$ cat src/core/uab_pkg.sv
// Constants and types for the auto-rate, single-wire, RS-485 and infrared serial port
package uab_pkg;
  // Register byte addresses
  localparam logic [7:0] ADDR_CTRL_A = 8'h00;
  localparam logic [7:0] ADDR_CTRL_B = 8'h04;
  localparam logic [7:0] ADDR_CTRL_C = 8'h08;
  localparam logic [7:0] ADDR_BAUD = 8'h0c;
  localparam logic [7:0] ADDR_IR_TX = 8'h10;
  localparam logic [7:0] ADDR_IR_RX = 8'h14;
  localparam logic [7:0] ADDR_STATUS = 8'h18;
  localparam logic [7:0] ADDR_TX_DATA = 8'h1c;
  localparam logic [7:0] ADDR_RX_DATA = 8'h20;
  // Writable bit masks
  localparam logic [7:0] CA_MASK = 8'h03;
  localparam logic [7:0] CB_MASK = 8'h1f;
  // Field positions
  localparam int CA_LOOPBACK = 0;
  localparam int CA_RS485 = 1;
  localparam int CB_RECEIVE_MODE_FIELD = 0;
  localparam int CB_OPEN_DRAIN = 2;
  localparam int CB_RX_EN = 3;
  localparam int CB_TX_EN = 4;
  localparam int CC_COMMUNICATION_MODE_FIELD = 0;
  localparam int CC_PARITY_MODE_FIELD = 2;
  localparam int CC_IRTX = 4;
  localparam int CC_IRSRC = 6;
  localparam int CC_STOP2 = 7;
  localparam int ST_WFB = 0;
  localparam int ST_ISF = 1;
  localparam int ST_TX_BUSY = 2;
  localparam int ST_RX_VALID = 3;
  localparam int RD_PARITY_ERROR_FLAG = 8;
  localparam int RD_VALID = 9;
  // Field encodings
  localparam logic [1:0] RXM_DOUBLE = 2'h1;
  localparam logic [1:0] RXM_GENERIC_AUTORATE_MODE = 2'h2;
  localparam logic [1:0] RXM_LIN_AUTORATE_MODE = 2'h3;
  localparam logic [1:0] COMMUNICATION_MODE_FIELD_INFRARED = 2'h2;
  localparam logic [1:0] PAR_ODD = 2'h3;
  localparam logic [1:0] IRTX_3_16 = 2'h0;
  localparam logic [1:0] IRTX_FIXED = 2'h1;
  localparam logic [1:0] RESP_OKAY = 2'h0;
  localparam logic [1:0] RESP_SLVERR = 2'h2;
  // Reset values and limits
  localparam logic [15:0] BAUD_RESET = 16'h0800;
  localparam logic [7:0] IR_RX_MIN_RESET = 8'h04;
  localparam logic [16:0] BAUD_MIN = 17'h00064;
  localparam logic [16:0] BAUD_MAX = 17'h0ffff;
  localparam logic [16:0] AB_SAT = 17'h1ffff;
  localparam logic [4:0] BREAK_MIN = 5'h0c;
  localparam logic [2:0] SYNC_LAST_FALL = 3'h4;
  localparam logic [3:0] SPB_NORMAL_LAST = 4'hf;
  localparam logic [3:0] SPB_DOUBLE_LAST = 4'h7;
  localparam logic [3:0] DATA_LAST = 4'h7;
  localparam logic [3:0] IR_PULSE_TICKS = 4'h3;
  localparam int TICK_SHIFT = 7;
  localparam int IR_HOLD_SHIFT_A = 4;
  localparam int IR_HOLD_SHIFT_B = 6;
  typedef enum logic [2:0] {R_IDLE = 3'h0, R_START = 3'h1, R_DATA = 3'h2, R_PAR = 3'h3,
    R_STOP = 3'h4, R_BREAK = 3'h5, R_SYNC = 3'h6} uab_rx_state_t;
  typedef enum logic [2:0] {T_IDLE = 3'h0, T_GUARD = 3'h1, T_START = 3'h2, T_DATA = 3'h3,
    T_PAR = 3'h4, T_STOP = 3'h5} uab_tx_state_t;
endpackage : uab_pkg

$ cat src/core/uab_top.sv
// Serial port with auto-rate detection, single-wire, RS-485 direction and infrared coding
// Behaviour
// - In auto modes, a zero character with the line low twelve or more clocks is a break; next character is sync.
// - From sync start bit, clocks over eight bit times become the new divisor.
// - Generic auto mode with wait-for-break set accepts a break of any length.
// - Generic auto mode loads the count only if within 0x0064..0xffff.
// - LIN auto mode ignores wait-for-break; break needs twelve low clocks.
// - LIN auto mode: sync other than 0x55 sets inconsistent flag, divisor kept.
// - Loop-back routes the transmit pin to the receiver, receive pin ignored.
// - Open-drain mode only pulls the transmit pin low, never high.
// - Open-drain mode makes the transmit pin an output only while it drives low.
// - In single-wire mode the receiver captures the port's own frames.
// - RS-485 mode drives direction high while sending, low when done.
// - Direction rises one bit time before start, stays high through stop bits.
// - RS-485 direction and loop-back work together.
// - Communication mode 0x02 selects infrared coding on both directions.
// - In infrared mode the pins carry the inverse of the pulse.
// - Infrared receiver may take an event channel instead of the pin.
// - Infrared transmit pulse: 3/16 bit (3/8 bit at double speed), fixed clock width, or unmodulated.
// - Infrared pulses shorter than the minimum width decode as one.
// - Even parity sets the bit for an odd count of ones; odd the reverse.
// - Receiver checks parity and flags a mismatch.
// - LIN auto mode checks only protected identifier parity bits P0 and P1.
// - Receive mode 0x01 is double speed with eight samples per bit.
//
// The address map and register access over AXI4-Lite were decided locally.
`timescale 1ns/1ps
`default_nettype none
module uab_top import uab_pkg::*; (
  // Clock and reset
  input wire logic clock_i,
  input wire logic reset_n_i,
  // AXI4-Lite slave
  input wire logic [7:0] s_axi_awaddr_i,
  input wire logic s_axi_awvalid_i,
  output logic s_axi_awready_o,
  input wire logic [31:0] s_axi_wdata_i,
  input wire logic [3:0] s_axi_wstrb_i,
  input wire logic s_axi_wvalid_i,
  output logic s_axi_wready_o,
  output logic [1:0] s_axi_bresp_o,
  output logic s_axi_bvalid_o,
  input wire logic s_axi_bready_i,
  input wire logic [7:0] s_axi_araddr_i,
  input wire logic s_axi_arvalid_i,
  output logic s_axi_arready_o,
  output logic [31:0] s_axi_rdata_o,
  output logic [1:0] s_axi_rresp_o,
  output logic s_axi_rvalid_o,
  input wire logic s_axi_rready_i,
  // Serial pins
  input wire logic rxd_i,
  input wire logic txd_i,
  output logic txd_o,
  output logic txd_oe_o,
  output logic direction_output_o,
  // Infrared event channel, same clock
  input wire logic ir_event_i
);
  typedef struct packed {
    logic aw_have;
    logic [7:0] aw_addr;
    logic w_have;
    logic [31:0] w_data;
    logic [3:0] w_strb;
    logic bvalid;
    logic [1:0] bresp;
    logic rvalid;
    logic [31:0] rdata;
    logic [1:0] rresp;
    logic [7:0] control_a;
    logic [7:0] control_b;
    logic [7:0] control_c;
    logic [15:0] baud;
    logic [7:0] ir_tx_width;
    logic [7:0] ir_rx_min;
    logic wait_for_break_bit;
    logic inconsistent_sync_flag;
    logic [7:0] rx_byte;
    logic parity_error_flag;
    logic rx_valid;
    logic rxd_s1;
    logic rxd_s2;
    logic txd_s1;
    logic txd_s2;
    logic line_prev;
    uab_rx_state_t rst;
    logic [15:0] rtick;
    logic [3:0] rsamp;
    logic [3:0] rbit;
    logic [7:0] rsh;
    logic rpar_bit;
    logic [4:0] lowcnt;
    logic [16:0] abcnt;
    logic [16:0] abfirst;
    logic [2:0] nfall;
    logic pid_next;
    logic [7:0] irw;
    logic [15:0] irhold;
    logic irdec;
    uab_tx_state_t tst;
    logic [15:0] ttick;
    logic [3:0] tsamp;
    logic [3:0] tbit;
    logic [7:0] tsh;
    logic tpar;
    logic [7:0] irclk;
    logic tpin;
    logic dir;
  } uab_state_t;

  uab_state_t s, next_s;
  logic wr_fire, lb, open_drain_enable_bit, rx_en, tx_en, ir_mode, gen, lin, pm_on, fall, rx_line, pin_line, ir_pulse;
  logic rtk, r_mid, r_end, ttk, t_end, tx_bit, pulse, sync_ok, in_range, rx_deliver;
  logic [1:0] pm;
  logic [3:0] spb_last, mid;
  logic [15:0] tick_len;
  logic [16:0] measured;
  logic [18:0] first4, meas19, diff;
  logic [31:0] wv;

  function automatic logic mapped(input logic [7:0] a);
    mapped = a inside {ADDR_CTRL_A, ADDR_CTRL_B, ADDR_CTRL_C, ADDR_BAUD, ADDR_IR_TX, ADDR_IR_RX,
      ADDR_STATUS, ADDR_TX_DATA, ADDR_RX_DATA};
  endfunction : mapped

  function automatic logic [31:0] reg_view(input logic [7:0] a, input uab_state_t st);
    reg_view = 32'h0;
    case (a)
      ADDR_CTRL_A: reg_view[7:0] = st.control_a;
      ADDR_CTRL_B: reg_view[7:0] = st.control_b;
      ADDR_CTRL_C: reg_view[7:0] = st.control_c;
      ADDR_BAUD: reg_view[15:0] = st.baud;
      ADDR_IR_TX: reg_view[7:0] = st.ir_tx_width;
      ADDR_IR_RX: reg_view[7:0] = st.ir_rx_min;
      ADDR_STATUS: begin
        reg_view[ST_WFB] = st.wait_for_break_bit;
        reg_view[ST_ISF] = st.inconsistent_sync_flag;
        reg_view[ST_TX_BUSY] = (st.tst != T_IDLE);
        reg_view[ST_RX_VALID] = st.rx_valid;
      end
      ADDR_RX_DATA: begin
        reg_view[7:0] = st.rx_byte;
        reg_view[RD_PARITY_ERROR_FLAG] = st.parity_error_flag;
        reg_view[RD_VALID] = st.rx_valid;
      end
      default: reg_view = 32'h0;
    endcase
  endfunction : reg_view

  function automatic logic [31:0] merge_bytes(input logic [31:0] old, input logic [31:0] nw, input logic [3:0] strb);
    for (int i = 0; i < 4; i++) begin
      merge_bytes[i*8 +: 8] = strb[i] ? nw[i*8 +: 8] : old[i*8 +: 8];
    end
  endfunction : merge_bytes

  function automatic logic parity_of(input logic [7:0] d, input logic [1:0] mode);
    parity_of = (mode == PAR_ODD) ? ~^d : ^d;
  endfunction : parity_of

  function automatic logic pid_ok(input logic [7:0] b);
    pid_ok = (b[6] == (b[0] ^ b[1] ^ b[2] ^ b[4])) && (b[7] == ~(b[1] ^ b[3] ^ b[4] ^ b[5]));
  endfunction : pid_ok

  assign s_axi_awready_o = ~s.aw_have & ~s.bvalid;
  assign s_axi_wready_o = ~s.w_have & ~s.bvalid;
  assign s_axi_bvalid_o = s.bvalid;
  assign s_axi_bresp_o = s.bresp;
  assign s_axi_arready_o = ~s.rvalid;
  assign s_axi_rvalid_o = s.rvalid;
  assign s_axi_rdata_o = s.rdata;
  assign s_axi_rresp_o = s.rresp;
  assign direction_output_o = s.dir;
  assign txd_o = open_drain_enable_bit ? 1'b0 : s.tpin;
  assign txd_oe_o = open_drain_enable_bit ? ~s.tpin : tx_en;

  always_comb begin
    next_s = s;
    wv = 32'h0;
    rx_deliver = 1'b0;
    r_mid = 1'b0;
    r_end = 1'b0;
    t_end = 1'b0;
    lb = s.control_a[CA_LOOPBACK];
    open_drain_enable_bit = s.control_b[CB_OPEN_DRAIN];
    rx_en = s.control_b[CB_RX_EN];
    tx_en = s.control_b[CB_TX_EN];
    ir_mode = (s.control_c[CC_COMMUNICATION_MODE_FIELD +: 2] == COMMUNICATION_MODE_FIELD_INFRARED);
    gen = (s.control_b[CB_RECEIVE_MODE_FIELD +: 2] == RXM_GENERIC_AUTORATE_MODE);
    lin = (s.control_b[CB_RECEIVE_MODE_FIELD +: 2] == RXM_LIN_AUTORATE_MODE);
    pm = s.control_c[CC_PARITY_MODE_FIELD +: 2];
    pm_on = pm[1];
    wr_fire = s.aw_have & s.w_have;
    spb_last = (s.control_b[CB_RECEIVE_MODE_FIELD +: 2] == RXM_DOUBLE) ? SPB_DOUBLE_LAST : SPB_NORMAL_LAST;
    mid = 4'(spb_last >> 1) + 4'h1;
    tick_len = ((s.baud >> TICK_SHIFT) == 16'h0) ? 16'h1 : (s.baud >> TICK_SHIFT);
    next_s.rxd_s1 = rxd_i;
    next_s.rxd_s2 = s.rxd_s1;
    next_s.txd_s1 = txd_i;
    next_s.txd_s2 = s.txd_s1;
    // Loop-back takes the shared transmit line
    pin_line = lb ? s.txd_s2 : s.rxd_s2;
    // Pulse is the inverted pin or the event
    ir_pulse = (ir_mode && s.control_c[CC_IRSRC]) ? ir_event_i : ~pin_line;
    rx_line = ir_mode ? s.irdec : pin_line;
    fall = s.line_prev & ~rx_line;
    next_s.line_prev = rx_line;
    next_s.lowcnt = rx_line ? 5'h0 : ((s.lowcnt == 5'h1f) ? s.lowcnt : s.lowcnt + 5'h1);
    measured = s.abcnt + 17'h1;
    first4 = {s.abfirst, 2'b00};
    meas19 = {2'b00, measured};
    diff = (first4 > meas19) ? first4 - meas19 : meas19 - first4;
    sync_ok = (diff <= (meas19 >> 3));
    in_range = (measured >= BAUD_MIN) && (measured <= BAUD_MAX);

    // Pulses shorter than the minimum are dropped
    next_s.irw = ir_pulse ? ((s.irw == 8'hff) ? s.irw : s.irw + 8'h1) : 8'h0;
    if (ir_pulse && ({1'b0, s.irw} + 9'h1 == {1'b0, s.ir_rx_min})) begin
      next_s.irdec = 1'b0;
      next_s.irhold = (s.baud >> IR_HOLD_SHIFT_A) + (s.baud >> IR_HOLD_SHIFT_B);
    end else if (s.irhold != 16'h0) begin
      next_s.irhold = s.irhold - 16'h1;
    end else begin
      next_s.irdec = 1'b1;
    end

    // Register bus
    if (s.bvalid && s_axi_bready_i) begin
      next_s.bvalid = 1'b0;
    end
    if (s.rvalid && s_axi_rready_i) begin
      next_s.rvalid = 1'b0;
    end
    if (s_axi_awvalid_i && s_axi_awready_o) begin
      next_s.aw_have = 1'b1;
      next_s.aw_addr = s_axi_awaddr_i;
    end
    if (s_axi_wvalid_i && s_axi_wready_o) begin
      next_s.w_have = 1'b1;
      next_s.w_data = s_axi_wdata_i;
      next_s.w_strb = s_axi_wstrb_i;
    end
    if (s_axi_arvalid_i && s_axi_arready_o) begin
      next_s.rvalid = 1'b1;
      next_s.rdata = reg_view(s_axi_araddr_i, s);
      next_s.rresp = mapped(s_axi_araddr_i) ? RESP_OKAY : RESP_SLVERR;
      if (s_axi_araddr_i == ADDR_RX_DATA) begin
        next_s.rx_valid = 1'b0;
      end
    end
    if (wr_fire) begin
      wv = merge_bytes(reg_view(s.aw_addr, s), s.w_data, s.w_strb);
      next_s.aw_have = 1'b0;
      next_s.w_have = 1'b0;
      next_s.bvalid = 1'b1;
      next_s.bresp = mapped(s.aw_addr) ? RESP_OKAY : RESP_SLVERR;
      case (s.aw_addr)
        ADDR_CTRL_A: next_s.control_a = wv[7:0] & CA_MASK;
        ADDR_CTRL_B: next_s.control_b = wv[7:0] & CB_MASK;
        ADDR_CTRL_C: next_s.control_c = wv[7:0];
        ADDR_BAUD: next_s.baud = wv[15:0];
        ADDR_IR_TX: next_s.ir_tx_width = wv[7:0];
        ADDR_IR_RX: next_s.ir_rx_min = wv[7:0];
        ADDR_STATUS: begin
          next_s.wait_for_break_bit = wv[ST_WFB];
          if (s.w_strb[0] && s.w_data[ST_ISF]) begin
            next_s.inconsistent_sync_flag = 1'b0;
          end
        end
        ADDR_TX_DATA: if (s.w_strb[0] && tx_en && s.tst == T_IDLE) begin
          next_s.tsh = s.w_data[7:0];
          // Parity bit from count of ones
          next_s.tpar = parity_of(s.w_data[7:0], pm);
          next_s.tst = s.control_a[CA_RS485] ? T_GUARD : T_START;
          next_s.ttick = tick_len - 16'h1;
          next_s.tsamp = 4'h0;
          next_s.tbit = 4'h0;
        end
        default: ;
      endcase
    end

    // Receiver sample timing
    rtk = (s.rtick == 16'h0);
    if (s.rst inside {R_START, R_DATA, R_PAR, R_STOP}) begin
      next_s.rtick = rtk ? tick_len - 16'h1 : s.rtick - 16'h1;
      if (rtk) begin
        next_s.rsamp = (s.rsamp == spb_last) ? 4'h0 : s.rsamp + 4'h1;
        r_mid = (s.rsamp + 4'h1 == mid);
        r_end = (s.rsamp == spb_last);
      end
    end
    unique case (s.rst)
      R_IDLE: if (rx_en && fall) begin
        next_s.rtick = tick_len - 16'h1;
        next_s.rsamp = 4'h0;
        // Break of any length while waiting
        next_s.rst = (gen && s.wait_for_break_bit) ? R_BREAK : R_START;
      end
      R_START: if (r_mid && rx_line) begin
        next_s.rst = R_IDLE;
      end else if (r_end) begin
        next_s.rst = R_DATA;
        next_s.rbit = 4'h0;
      end
      R_DATA: begin
        if (r_mid) begin
          next_s.rsh = {rx_line, s.rsh[7:1]};
        end
        if (r_end) begin
          next_s.rbit = s.rbit + 4'h1;
          if (s.rbit == DATA_LAST) begin
            next_s.rst = (pm_on && !lin) ? R_PAR : R_STOP;
          end
        end
      end
      R_PAR: begin
        if (r_mid) begin
          next_s.rpar_bit = rx_line;
        end
        if (r_end) begin
          next_s.rst = R_STOP;
        end
      end
      R_STOP: if (r_mid) begin
        if (!rx_line && (gen || lin) && s.rsh == 8'h00) begin
          next_s.rst = R_BREAK;
        end else begin
          // Own frames are captured like any other
          rx_deliver = 1'b1;
          next_s.rst = R_IDLE;
          next_s.rx_byte = s.rsh;
          next_s.rx_valid = 1'b1;
          if (lin) begin
            next_s.parity_error_flag = s.pid_next && !pid_ok(s.rsh);
            next_s.pid_next = 1'b0;
          end else begin
            next_s.parity_error_flag = pm_on && (s.rpar_bit != parity_of(s.rsh, pm));
          end
        end
      end
      R_BREAK: if (rx_line) begin
        if (s.lowcnt >= BREAK_MIN || (gen && s.wait_for_break_bit)) begin
          next_s.rst = R_SYNC;
          next_s.wait_for_break_bit = 1'b0;
          next_s.nfall = 3'h0;
          next_s.abcnt = 17'h0;
          next_s.pid_next = 1'b0;
        end else begin
          next_s.rst = R_IDLE;
        end
      end
      R_SYNC: begin
        // Count clocks from start edge to fifth falling edge
        if (s.nfall != 3'h0) begin
          next_s.abcnt = (s.abcnt == AB_SAT) ? s.abcnt : measured;
        end
        if (fall) begin
          next_s.nfall = s.nfall + 3'h1;
          if (s.nfall == 3'h1) begin
            next_s.abfirst = measured;
          end
          if (s.nfall == SYNC_LAST_FALL) begin
            next_s.rst = R_IDLE;
            if (lin) begin
              if (sync_ok && in_range) begin
                next_s.baud = measured[15:0];
                next_s.pid_next = 1'b1;
              end else begin
                next_s.inconsistent_sync_flag = 1'b1;
              end
            end else if (in_range) begin
              next_s.baud = measured[15:0];
            end
          end
        end else if (s.abcnt == AB_SAT) begin
          next_s.rst = R_IDLE;
          next_s.inconsistent_sync_flag = s.inconsistent_sync_flag | lin;
        end
      end
      default: next_s.rst = R_IDLE;
    endcase
    if (!rx_en) begin
      next_s.rst = R_IDLE;
    end

    // Transmitter
    ttk = (s.ttick == 16'h0);
    if (s.tst != T_IDLE) begin
      next_s.ttick = ttk ? tick_len - 16'h1 : s.ttick - 16'h1;
      if (ttk) begin
        next_s.tsamp = s.tsamp + 4'h1;
        if (s.tsamp == spb_last) begin
          next_s.tsamp = 4'h0;
          t_end = 1'b1;
        end
      end
    end
    if (t_end) begin
      unique case (s.tst)
        T_IDLE: ;
        T_GUARD: next_s.tst = T_START;
        T_START: next_s.tst = T_DATA;
        T_DATA: begin
          next_s.tsh = {1'b0, s.tsh[7:1]};
          next_s.tbit = s.tbit + 4'h1;
          if (s.tbit == DATA_LAST) begin
            next_s.tbit = 4'h0;
            next_s.tst = pm_on ? T_PAR : T_STOP;
          end
        end
        T_PAR: next_s.tst = T_STOP;
        T_STOP: if (s.tbit == 4'h0 && s.control_c[CC_STOP2]) begin
          next_s.tbit = 4'h1;
        end else begin
          next_s.tst = T_IDLE;
          next_s.tbit = 4'h0;
        end
      endcase
    end
    case (next_s.tst)
      T_START: tx_bit = 1'b0;
      T_DATA: tx_bit = next_s.tsh[0];
      T_PAR: tx_bit = next_s.tpar;
      default: tx_bit = 1'b1;
    endcase
    next_s.irclk = (t_end || s.tst == T_IDLE) ? 8'h0 : ((s.irclk == 8'hff) ? s.irclk : s.irclk + 8'h1);
    case (s.control_c[CC_IRTX +: 2])
      IRTX_3_16: pulse = !tx_bit && (next_s.tsamp < IR_PULSE_TICKS);
      IRTX_FIXED: pulse = !tx_bit && (next_s.irclk < s.ir_tx_width);
      default: pulse = !tx_bit;
    endcase
    next_s.tpin = ir_mode ? ~pulse : tx_bit;
    // Direction high from guard bit to end of stop
    next_s.dir = s.control_a[CA_RS485] && (next_s.tst != T_IDLE);
  end

  always_ff @(posedge clock_i or negedge reset_n_i) begin
    if (!reset_n_i) begin
      s <= '0;
      s.baud <= BAUD_RESET;
      s.ir_rx_min <= IR_RX_MIN_RESET;
      s.rst <= R_IDLE;
      s.tst <= T_IDLE;
      s.tpin <= 1'b1;
      s.irdec <= 1'b1;
      s.line_prev <= 1'b1;
      // Synchronisers start at the idle line level so reset brings no false edge
      s.rxd_s1 <= 1'b1;
      s.rxd_s2 <= 1'b1;
      s.txd_s1 <= 1'b1;
      s.txd_s2 <= 1'b1;
    end else begin
      s <= next_s;
    end
  end

  a_break_len:
  assert property (@(posedge clock_i) disable iff (!reset_n_i)
    $rose(s.rst == R_SYNC) && !$past(gen && s.wait_for_break_bit) |-> $past(s.lowcnt) >= BREAK_MIN)
    else $error("sync entered after a short break");
  a_wfb_cleared:
  assert property (@(posedge clock_i) disable iff (!reset_n_i)
    $rose(s.rst == R_SYNC) |-> !s.wait_for_break_bit)
    else $error("wait-for-break not cleared by break");
  a_baud_in_range:
  assert property (@(posedge clock_i) disable iff (!reset_n_i)
    $changed(s.baud) && !$past(wr_fire && s.aw_addr == ADDR_BAUD) |-> s.baud >= BAUD_MIN[15:0])
    else $error("measured divisor below range");
  a_isf_keeps_baud:
  assert property (@(posedge clock_i) disable iff (!reset_n_i)
    $rose(s.inconsistent_sync_flag) |-> $stable(s.baud))
    else $error("divisor changed on bad sync");
  a_open_drain_low:
  assert property (@(posedge clock_i) disable iff (!reset_n_i)
    open_drain_enable_bit && !ir_mode |-> !txd_o && (txd_oe_o == ((s.tst == T_START) || (s.tst == T_DATA && !s.tsh[0])
      || (s.tst == T_PAR && !s.tpar))))
    else $error("open drain drove high");
  a_dir_guard:
  assert property (@(posedge clock_i) disable iff (!reset_n_i)
    $rose(s.tst == T_START) && s.control_a[CA_RS485] |-> $past(direction_output_o, 2))
    else $error("direction not raised before start");
  a_dir_release:
  assert property (@(posedge clock_i) disable iff (!reset_n_i)
    $fell(s.tst != T_IDLE) |-> !direction_output_o)
    else $error("direction still high after frame");
  a_parity_check:
  assert property (@(posedge clock_i) disable iff (!reset_n_i)
    rx_deliver && pm_on && !lin |=> s.parity_error_flag == (^{$past(s.rsh), $past(s.rpar_bit)} != $past(pm == PAR_ODD)))
    else $error("parity flag wrong");
  a_pid_parity:
  assert property (@(posedge clock_i) disable iff (!reset_n_i)
    rx_deliver && lin && s.pid_next |=> s.parity_error_flag == !pid_ok(s.rx_byte))
    else $error("identifier parity flag wrong");
endmodule : uab_top
`default_nettype wire

$ cat config.mk
export PLATFORM = sky130hd
export DESIGN_NAME = uab_top
export DESIGN_NICKNAME = d
export VERILOG_FILES = /design/src/core/uab_pkg.sv /design/src/core/uab_top.sv
export SDC_FILE = /design/constraint.sdc
export NUM_CORES = 1
export LEC_CHECK = 0
export BUFFER_PORTS_ARGS = -buffer_cell sky130_fd_sc_hd__buf_2
export CORE_ASPECT_RATIO = 1.4
export CORE_MARGIN = 2
export CORE_UTILIZATION = 40
export DETAILED_ROUTE_END_ITERATION = 7
export PLACE_DENSITY = 0.69
export SLEW_MARGIN = 20
export SYNTH_ARGS = -nofsm -noshare
export SYNTH_HDL_FRONTEND = slang
export SYNTH_SLANG_ARGS = --single-unit
$ cat constraint.sdc
create_clock -name clock_i -period 6 [get_ports clock_i]
set_input_delay 1.2 -clock clock_i [delete_from_list [all_inputs] [get_ports clock_i]]
set_output_delay 1.2 -clock clock_i [all_outputs]
set_load 0.03 [all_outputs]
# Yosys cells after proc, flatten, opt, wreduce, memory -nomap -nowiden
# Cells that the tools add are included.
[totals]
reg_bits = 282
in_bits = 62
elab_cells = 385
[op_classes]
add_sub_neg = 18
order_cmp = 7
n_eq_ne = 77
muxes = 134
n_bitwise = 21
reduce_logical = 79
[op_table]
columns = ["cell", "count"]
rows = [
  ["2-to-1 mux 16 bit", 10],
  ["2-to-1 mux 36 bit", 3],
  ["2-to-1 mux 17 bit", 5],
  ["2-to-1 mux 8 bit", 9],
  ["one-hot mux 4 bit (6 select lines)", 3],
  ["equality test 8 x 5 -> 1 bit, second input constant", 8],
  ["2-to-1 mux 20 bit", 3],
  ["2-to-1 mux 3 bit", 19],
  ["logical NOT 16 bit", 3],
  ["2-to-1 mux 4 bit", 12],
  ["subtractor 16 x 1 -> 16 bit, second input constant", 3],
  ["2-to-1 mux 1 bit", 44],
  ["2-to-1 mux 37 bit", 1],
  ["2-to-1 mux 35 bit", 1],
  ["2-to-1 mux 34 bit", 1],
  ["inequality test 2 bit, second input constant", 17],
  ["one-hot mux 17 bit (2 select lines)", 1],
  ["equality test 8 x 4 -> 1 bit, second input constant", 4],
  ["one-hot mux 4 bit (8 select lines)", 1],
  ["logical AND 1 bit", 25],
  ["logical NOT 8 bit", 3],
  ["2-to-1 mux 23 bit", 1],
  ["equality test 3 bit, second input constant", 7],
  ["one-hot mux 3 bit (7 select lines)", 1],
  ["other kinds (70)", 151],
]

# Longest topological paths before layout
# Gate-level depths: netlist of run 1.
[logic_depth]
depth_word = 16
depth_mapped = 28
depth_no_buf = 23

# Worst setup path before layout of run 1
# No wires, ideal clock.
[synth_timing]
kind = "reg-to-reg"
from = "reg s[94] in the netlist's numbering"
to = "reg s[165] in the netlist's numbering"
setup_time_ns = 0.126
arrival_ns = 5.745
path_slack_ns = 0.129
stages_incl_launch_ff = 24
n_path_buf = 4
period_less_slack_ns = 5.871
cell_sequence = "dfrtp_1 -> buf_4 -> and3_1 -> and3_1 -> clkbuf_1 -> and3_1 -> and3_1 -> ha_1 -> ha_1 -> a2111oi_0 -> o31ai_2 -> o31ai_4 -> buf_2 -> clkbuf_1 -> o21ai_0 -> xnor2_1 -> ha_1 -> a21o_1 -> a21o_1 -> a311oi_1 -> nand3_1 -> o221ai_2 -> nand2_1 -> a221o_1"
[synth_rtl]
columns = ["item", "line", "text"]
rows = [
  ["start, declared", "uab_top.sv:112", "uab_state_t s, next_s;"],
  ["start signal, assigned", "uab_top.sv:454", "s <= next_s;"],
]

==> impl_metrics.toml, run 1 <==
[outcome]
outcome = "finished, final reports clean"

[yosys]
synth_largest_area_cell = "dfrtp_1"
ys_types = 78
ys_seq_area_frac = 0.3880
synth_cells = 1923
yosysWarnings = 0
synth_area_leaders = "dfrtp_1 (37%), ha_1 (6.1%), nand2_1 (5.1%), o21ai_0 (4.7%), nor2_1 (3.9%)"
ys_ff_latch = 262
async_reset_ff_frac = 1.000
netlist.area_leader.share = 0.3741
avgSynthCellArea_um2 = 8.801
synth_edf_count = 0
synth_area_um2 = 16920
synth_flop_cell = "dfrtp_1"

[timing]
finalCritPeriodShare = 0.9469
setup_violations = 0
tns_ps = 0
clock_skew_ps = 9.512
relSlewSlack = 0.2725
hold_viol_final = 0
rsz0062_at_grt = "false"
maxSlewViolCount = 0
period_minus_slack_ps = 5681
tightest_slew_ps = 1089
fmax_mhz = 176.0

[floorplan]
chipWidth_um = 177.9
rows = 89
die_y_um = 247.4
coreArea_um2 = 41980
start_util = 0.4032
fp.dieArea_um2 = 44000
ios = 106

[flow_run]
max_cap_violations = 0

[global_routing]
overflow = 0
grt_usage = 0.2113
grt_antenna_before_repair = 2
grt_max_degree = 120
grt_first_pass_wirelength_um = 74500
first_global_vias = 14170

[clock_tree]
cts_htree_levels = 1
cts_made_buffers = 28
clkSinkCount = 262
clockRootBuffer = "clkbuf_16"
clkTransAtPathRegs_ps = 60
tritoncts = "yes"
insertion_delay_ps = 560
clockBufferDepth = 3
cts.repair.resized = 0
hold_buffers = 0
post_cts_buffers = 0

[route]
vias = 14370
ant_nets = 0
dr.first_iter.drc_count = 1011
viasPerCell = 5.657
wl_um = 46510
drt_first_pass_iters = 7
drcViolationCount = 0
wire_per_inst_um = 18.31

[placement]
dp_cells = 2486
place.port_buffers = 69
dp_hpwl_um = 35200
globalplace.congestion = 0.9361

[final_layout]
nets = 2116
area_delta_synth_final_pct = 11.51
layout-drive-gt1-share = 0.1220
fin_cells = 2540

[setup_path]
path_max_fanout = 24
slowest_stage = "o31ai_2"
cp.required_ps = 6430
path_cells = "and3_1, and3_1, and3_1, and3_1, ha_1, ha_1, buf_4, and2_1, nand3_1, o31ai_2, o31ai_4, buf_12, o21ai_0, xnor2_1, ha_1, a21o_1, a21o_1, a311oi_1, nand3_1, o221ai_2, a31oi_4, buf_4, mux2i_1"
cp_top_family = "compound AO/OA/AOI/OAI gates"
path_buf_inv = 3
max_stage_delay_ps = 420
worst_path_most_repeated_cell = "and3_1"
critPathArrivalTime_ps = 6110
startpoint_type = "register"
end_kind = "register"
critPathKind = "register to register"

[power_and_ir_drop]
p_leak_nw = 8.826
peakVddDrop_mv = 0.1936
p_per_area_nw_per_um2 = 295.8

[worst_hold_path]
hold_class = "register to register"
[worst reg2reg max path: stages, from the launching register on]
cell and delay (ps):
dfrtp_1 380, and3_1 240, and3_1 220, and3_1 230
and3_1 200, ha_1 380, ha_1 350, buf_4 170
and2_1 180, nand3_1 150, o31ai_2 420, o31ai_4 140
buf_12 180, o21ai_0 230, xnor2_1 170, ha_1 280
a21o_1 190, a21o_1 220, a311oi_1 290, nand3_1 140
o221ai_2 340, a31oi_4 130, buf_4 200, mux2i_1 130
[metal layers]
| metal | track usage | vias to the layer above | part of all wire |
|---|---|---|---|
| li1 | - | 6845 | - |
| met1 | 0.2476 | 6932 | 0.39 |
| met2 | 0.3568 | 439 | 0.48 |
| met3 | 0.03401 | 150 | 0.053 |
| met4 | 0.1384 | 2 | 0.071 |
| met5 | 0 | - | 0.00026 |
[registers in the layout (all words and copies together) (netlist names)]
signal,count
s,217
first4,17
s_axi_rdata_o,16
next_s,2
pm,2
direction_output_o,1
lb,1
open_drain_enable_bit,1
rx_en,1
s_axi_bresp_o,1
s_axi_bvalid_o,1
s_axi_rresp_o,1
s_axi_rvalid_o,1
[path summary, 6_finish.rpt]
path                        startpoint     end  slack (ps)  cells after the start
max                              s[94]  s[185]         320                     23
max reg2reg                      s[94]  s[185]         320                     23
max in group asynchronous    reset_n_i  s[170]        4160                      2
min                        next_s[151]  s[151]         360                      0
min in group asynchronous    reset_n_i   s[53]         660                      1
min reg2reg                next_s[151]  s[151]         360                      0
[where the power goes]
part | leakage (nW) | switching [mW] | internal (mW) | total, mW
Clock | 0.498 | 0.750 | 1.19 | 1.94
Combinational | 4.80 | 0.730 | 0.542 | 1.27
Sequential | 3.53 | 0.338 | 2.03 | 2.37
Total | 8.83 | 1.82 | 3.76 | 5.58
[area by class of cell]
| type | instances | area [um2] |
|---|---|---|
| Antenna cell | 2 | 5.005 |
| Clock buffer | 39 | 803.3 |
| Clock inverter | 13 | 224.0 |
| Fill cell | 4014 | 23110 |
| Inverter | 91 | 341.6 |
| Multi-Input combinational cell | 1467 | 9485 |
| Sequential cell | 262 | 6568 |
| Tap cell | 546 | 683.2 |
| Timing Repair Buffer | 120 | 763.2 |
[cells by family (layout without fill, tap and decap cells)]
group,after synthesis,in the layout,share of synthesized area
mux,104,104,0.06535
xor+xnor,118,118,0.06188
flops,262,262,0.3880
fa+ha+maj,84,84,0.06298
buf+inv,211,263,0.05641
other cells,1,20,0.0002216
compound gates,443,443,0.1670
simple gates,700,700,0.1981
[Yosys cell counts, types with 5 or more instances]
cell	n
and2_1	15
nand3b_1	15
nor2b_1	17
nor2_1	178
a22oi_1	32
xor2_1	49
a21boi_0	6
mux2i_1	58
and3_1	27
xnor2_1	68
ha_1	82
mux2_2	44
a221oi_1	7
nand2_1	229
or3_1	18
o21a_1	6
nand2b_1	20
a21oi_1	99
inv_1	91
o21bai_1	6
dfstp_2	9
nor4_1	23
a21o_1	17
clkbuf_1	72
a222oi_1	6
o31ai_1	18
nand3_1	57
dfrtp_1	253
nor3_1	48
or2_2	6
buf_4	39
o21ai_0	158
buf_2	7
a31oi_1	13
a211oi_1	8
a22o_1	14
or4_1	6
nand4_1	22
a32o_1	5
[placed cells by master, fill, tap and decap left out, types with 7 or more instances in the layout]
master and n:
and3_1 27, nor4_1 22, and2_1 15, o31ai_1 18, mux2_2 44, conb_1 18
buf_4 49, inv_1 91, clkbuf_16 29, nor2_1 177, dfstp_2 9, nand2_1 229
a21o_1 17, buf_2 68, xor2_1 48, o21ai_0 157, or3_1 18, nor2b_1 17
a221oi_1 7, a21oi_1 99, a211oi_1 8, nand3_1 57, ha_1 81, nand4_1 22
a22o_1 14, a22oi_1 32, mux2i_1 58, nor3_1 48, a31oi_1 13, xnor2_1 68
nand3b_1 15, nand2b_1 20, dfrtp_1 253
[per-stage QoR]
stage          setup WS, ps    util  cell area, um2  power, mW  hold WS, ps
6_report              318.6  0.4496           18870      5.582        358.6
5_1_grt               16.67  0.4494           18870      5.877        364.4
4_1_cts               239.3  0.4491           18860      5.618        359.0
3_5_place_dp          259.1  0.4247           17830      3.660        349.5
3_3_place_gp          368.6  0.4247           17830      3.603        349.5
2_1_floorplan         128.5       -           16990      3.249        345.2
(Power assumes the default switching activity.)
==> inputs of run 2 (changes only) <==
- MAX_ROUTING_LAYER: default -> met4
==> run 2 against run 1 <==
  * Hold slack gained 0.53 ps
  * Fmax grew 1.9%
  * Core utilization decreased by 0.20 points
  * Global-route usage increased by 0.65 points
  * Die area is the same
  * Sequential power is essentially flat
  * Routed wire length up 0.26%
  * Via count increased by 0.12%
  * Clock skew rose by 11 ps
  * Cell area shrank 0.45%
==> impl_metrics.toml, run 2 (synthesis gave the netlist of run 1 again) <==
[outcome]
outcome = "finished, final reports clean"

[clock_tree]
clkSinkCount = 262
cts.repair.resized = 0
insertion_delay_ps = 560
cts_made_buffers = 28
clockRootBuffer = "clkbuf_16"
clockBufferDepth = 3
hold_buffers = 0
cts_htree_levels = 1
tritoncts = "yes"
post_cts_buffers = 0
clkTransAtPathRegs_ps = 60

[setup_path]
path_cells = "and3_1, and3_1, and3_1, and3_1, ha_1, ha_1, a2111oi_0, buf_4, o31ai_2, o31ai_4, buf_12, mux2i_1, xnor2_1, ha_1, a21oi_1, inv_1, a311oi_1, nand3_1, o221ai_2, nand2_1, a221o_1"
cp.required_ps = 6440
end_kind = "register"
worst_path_most_repeated_cell = "and3_1"
crit_end = "s[165]"
startpoint_type = "register"
max_stage_delay_ps = 430
crit_start = "s[94]"
path_max_fanout = 19
slowest_stage = "ha_1"
critPathKind = "register to register"
critPathArrivalTime_ps = 6020
regToRegStartpoint = "s[94]"
rr_endpoint = "s[165]"
regToRegSetupSlack_ps = 420
r2r_cells = 21

[global_routing]
grt_usage = 0.2178
grt_use_met1 = 0.2493
top_usage_layer = "met2"
grt_first_pass_wirelength_um = 74400
grt_max_degree = 151
met3_usage = 0.03125
overflow = 0
use_met2 = 0.3739
grt_antenna_before_repair = 3
first_global_vias = 14010

[route]
drcViolationCount = 0
vias = 14390
drt_first_pass_iters = 6
dr.first_iter.drc_count = 1132
wire_per_inst_um = 18.34
viasPerCell = 5.657
ant_nets = 0
wl_um = 46630

[worst_hold_path]
hold_class = "register to register"

[final_layout]
fillers = 3973
nets = 2118
fin_cells = 2543
largest_reg_flops = 217
final_cell_mix = "dfrtp_1 (253), nand2_1 (229), nor2_1 (177), o21ai_0 (157), a21oi_1 (99)"
regMostFlops = "s"
final_area_um2 = 18790
ff_latch_area_um2 = 6568
multi_input_area_um2 = 9480
area_delta_synth_final_pct = 11.01
layout_commonest_cell = "dfrtp_1"
layout-drive-gt1-share = 0.1214

[timing]
clock_skew_ps = 20.71
maxSlewViolCount = 0
relSlewSlack = 0.2562
rsz0062_at_grt = "false"
hold_viol_final = 0
hold_ws_ps = 359.1
fmax_mhz = 179.3
setup_violations = 0
tightest_slew_ps = 1102
finalCritPeriodShare = 0.9296
period_minus_slack_ps = 5577
tns_ps = 0

[placement]
globalplace.congestion = 0.9655
dp_cells = 2488
place.port_buffers = 69
dp_hpwl_um = 35210
dpl_cell_area_um2 = 17840

[floorplan]
chipWidth_um = 177.9
start_util = 0.4032
coreArea_um2 = 41980
fp.dieArea_um2 = 44000
ios = 106
die_y_um = 247.4
rows = 89

[power_and_ir_drop]
peakVddDrop_mv = 0.2050
p_leak_nw = 8.785
power_mw = 5.403
p_per_area_nw_per_um2 = 287.6

[flow_run]
max_cap_violations = 0
[run 2: where the power goes]
group / internal (mW) / switching (mW)
sequential: 2.03 / 0.339
clock: 1.02 / 0.734
combinational: 0.542 / 0.732
total: 3.60 / 1.81
[run 2: worst min-delay path by stage]
stage	start	to	slack [ps]	cells past startpoint
3_3_place_gp	next_s[151]	s[151]	350	0
3_5_place_dp	next_s[151]	s[151]	350	0
4_1_cts	next_s[151]	s[151]	360	0
2_1_floorplan	next_s[151]	s[151]	350	0
6_report	next_s[151]	s[151]	360	0
5_1_grt	next_s[151]	s[151]	360	0
[run 2: stage by stage]
| stage | worst slack [ps] | util |
|---|---|---|
| global placement | 510.9 | 0.4250 |
| detailed placement | 451.5 | 0.4250 |
| global route | 40.24 | 0.4475 |
| finish | 422.7 | 0.4475 |
| floorplan | 128.5 | - |
| CTS | 413.0 | 0.4472 |
[run 2: final cells by class]
class | instances | area share
multi-input combinational | 1467 | 0.5046
inverter | 91 | 0.01818
clock buffer | 41 | 0.04315
antenna | 3 | 0.0003996
tap | 546 | 0.03636
timing repair buffer | 122 | 0.04142
clock inverter | 11 | 0.006327
sequential | 262 | 0.3496
[run 2: metal layers]
layer,share of wire,routed length (um)
met4,0.049,2288
met3,0.050,2348
met1,0.40,18570
met2,0.50,23420
met5,0,0
[run 2: worst max-delay path, delay by kind of cell, from the launching register on]
family                     cells  cell delay (ps)
AOI/OAI and AO/OA              7             2060
xor gates and xnor gates       1              140
adders and majority gates      3             1000
buffers and inverters          3              460
DFF                            1              370
muxes                          1              220
and+or+nand+nor                6             1220
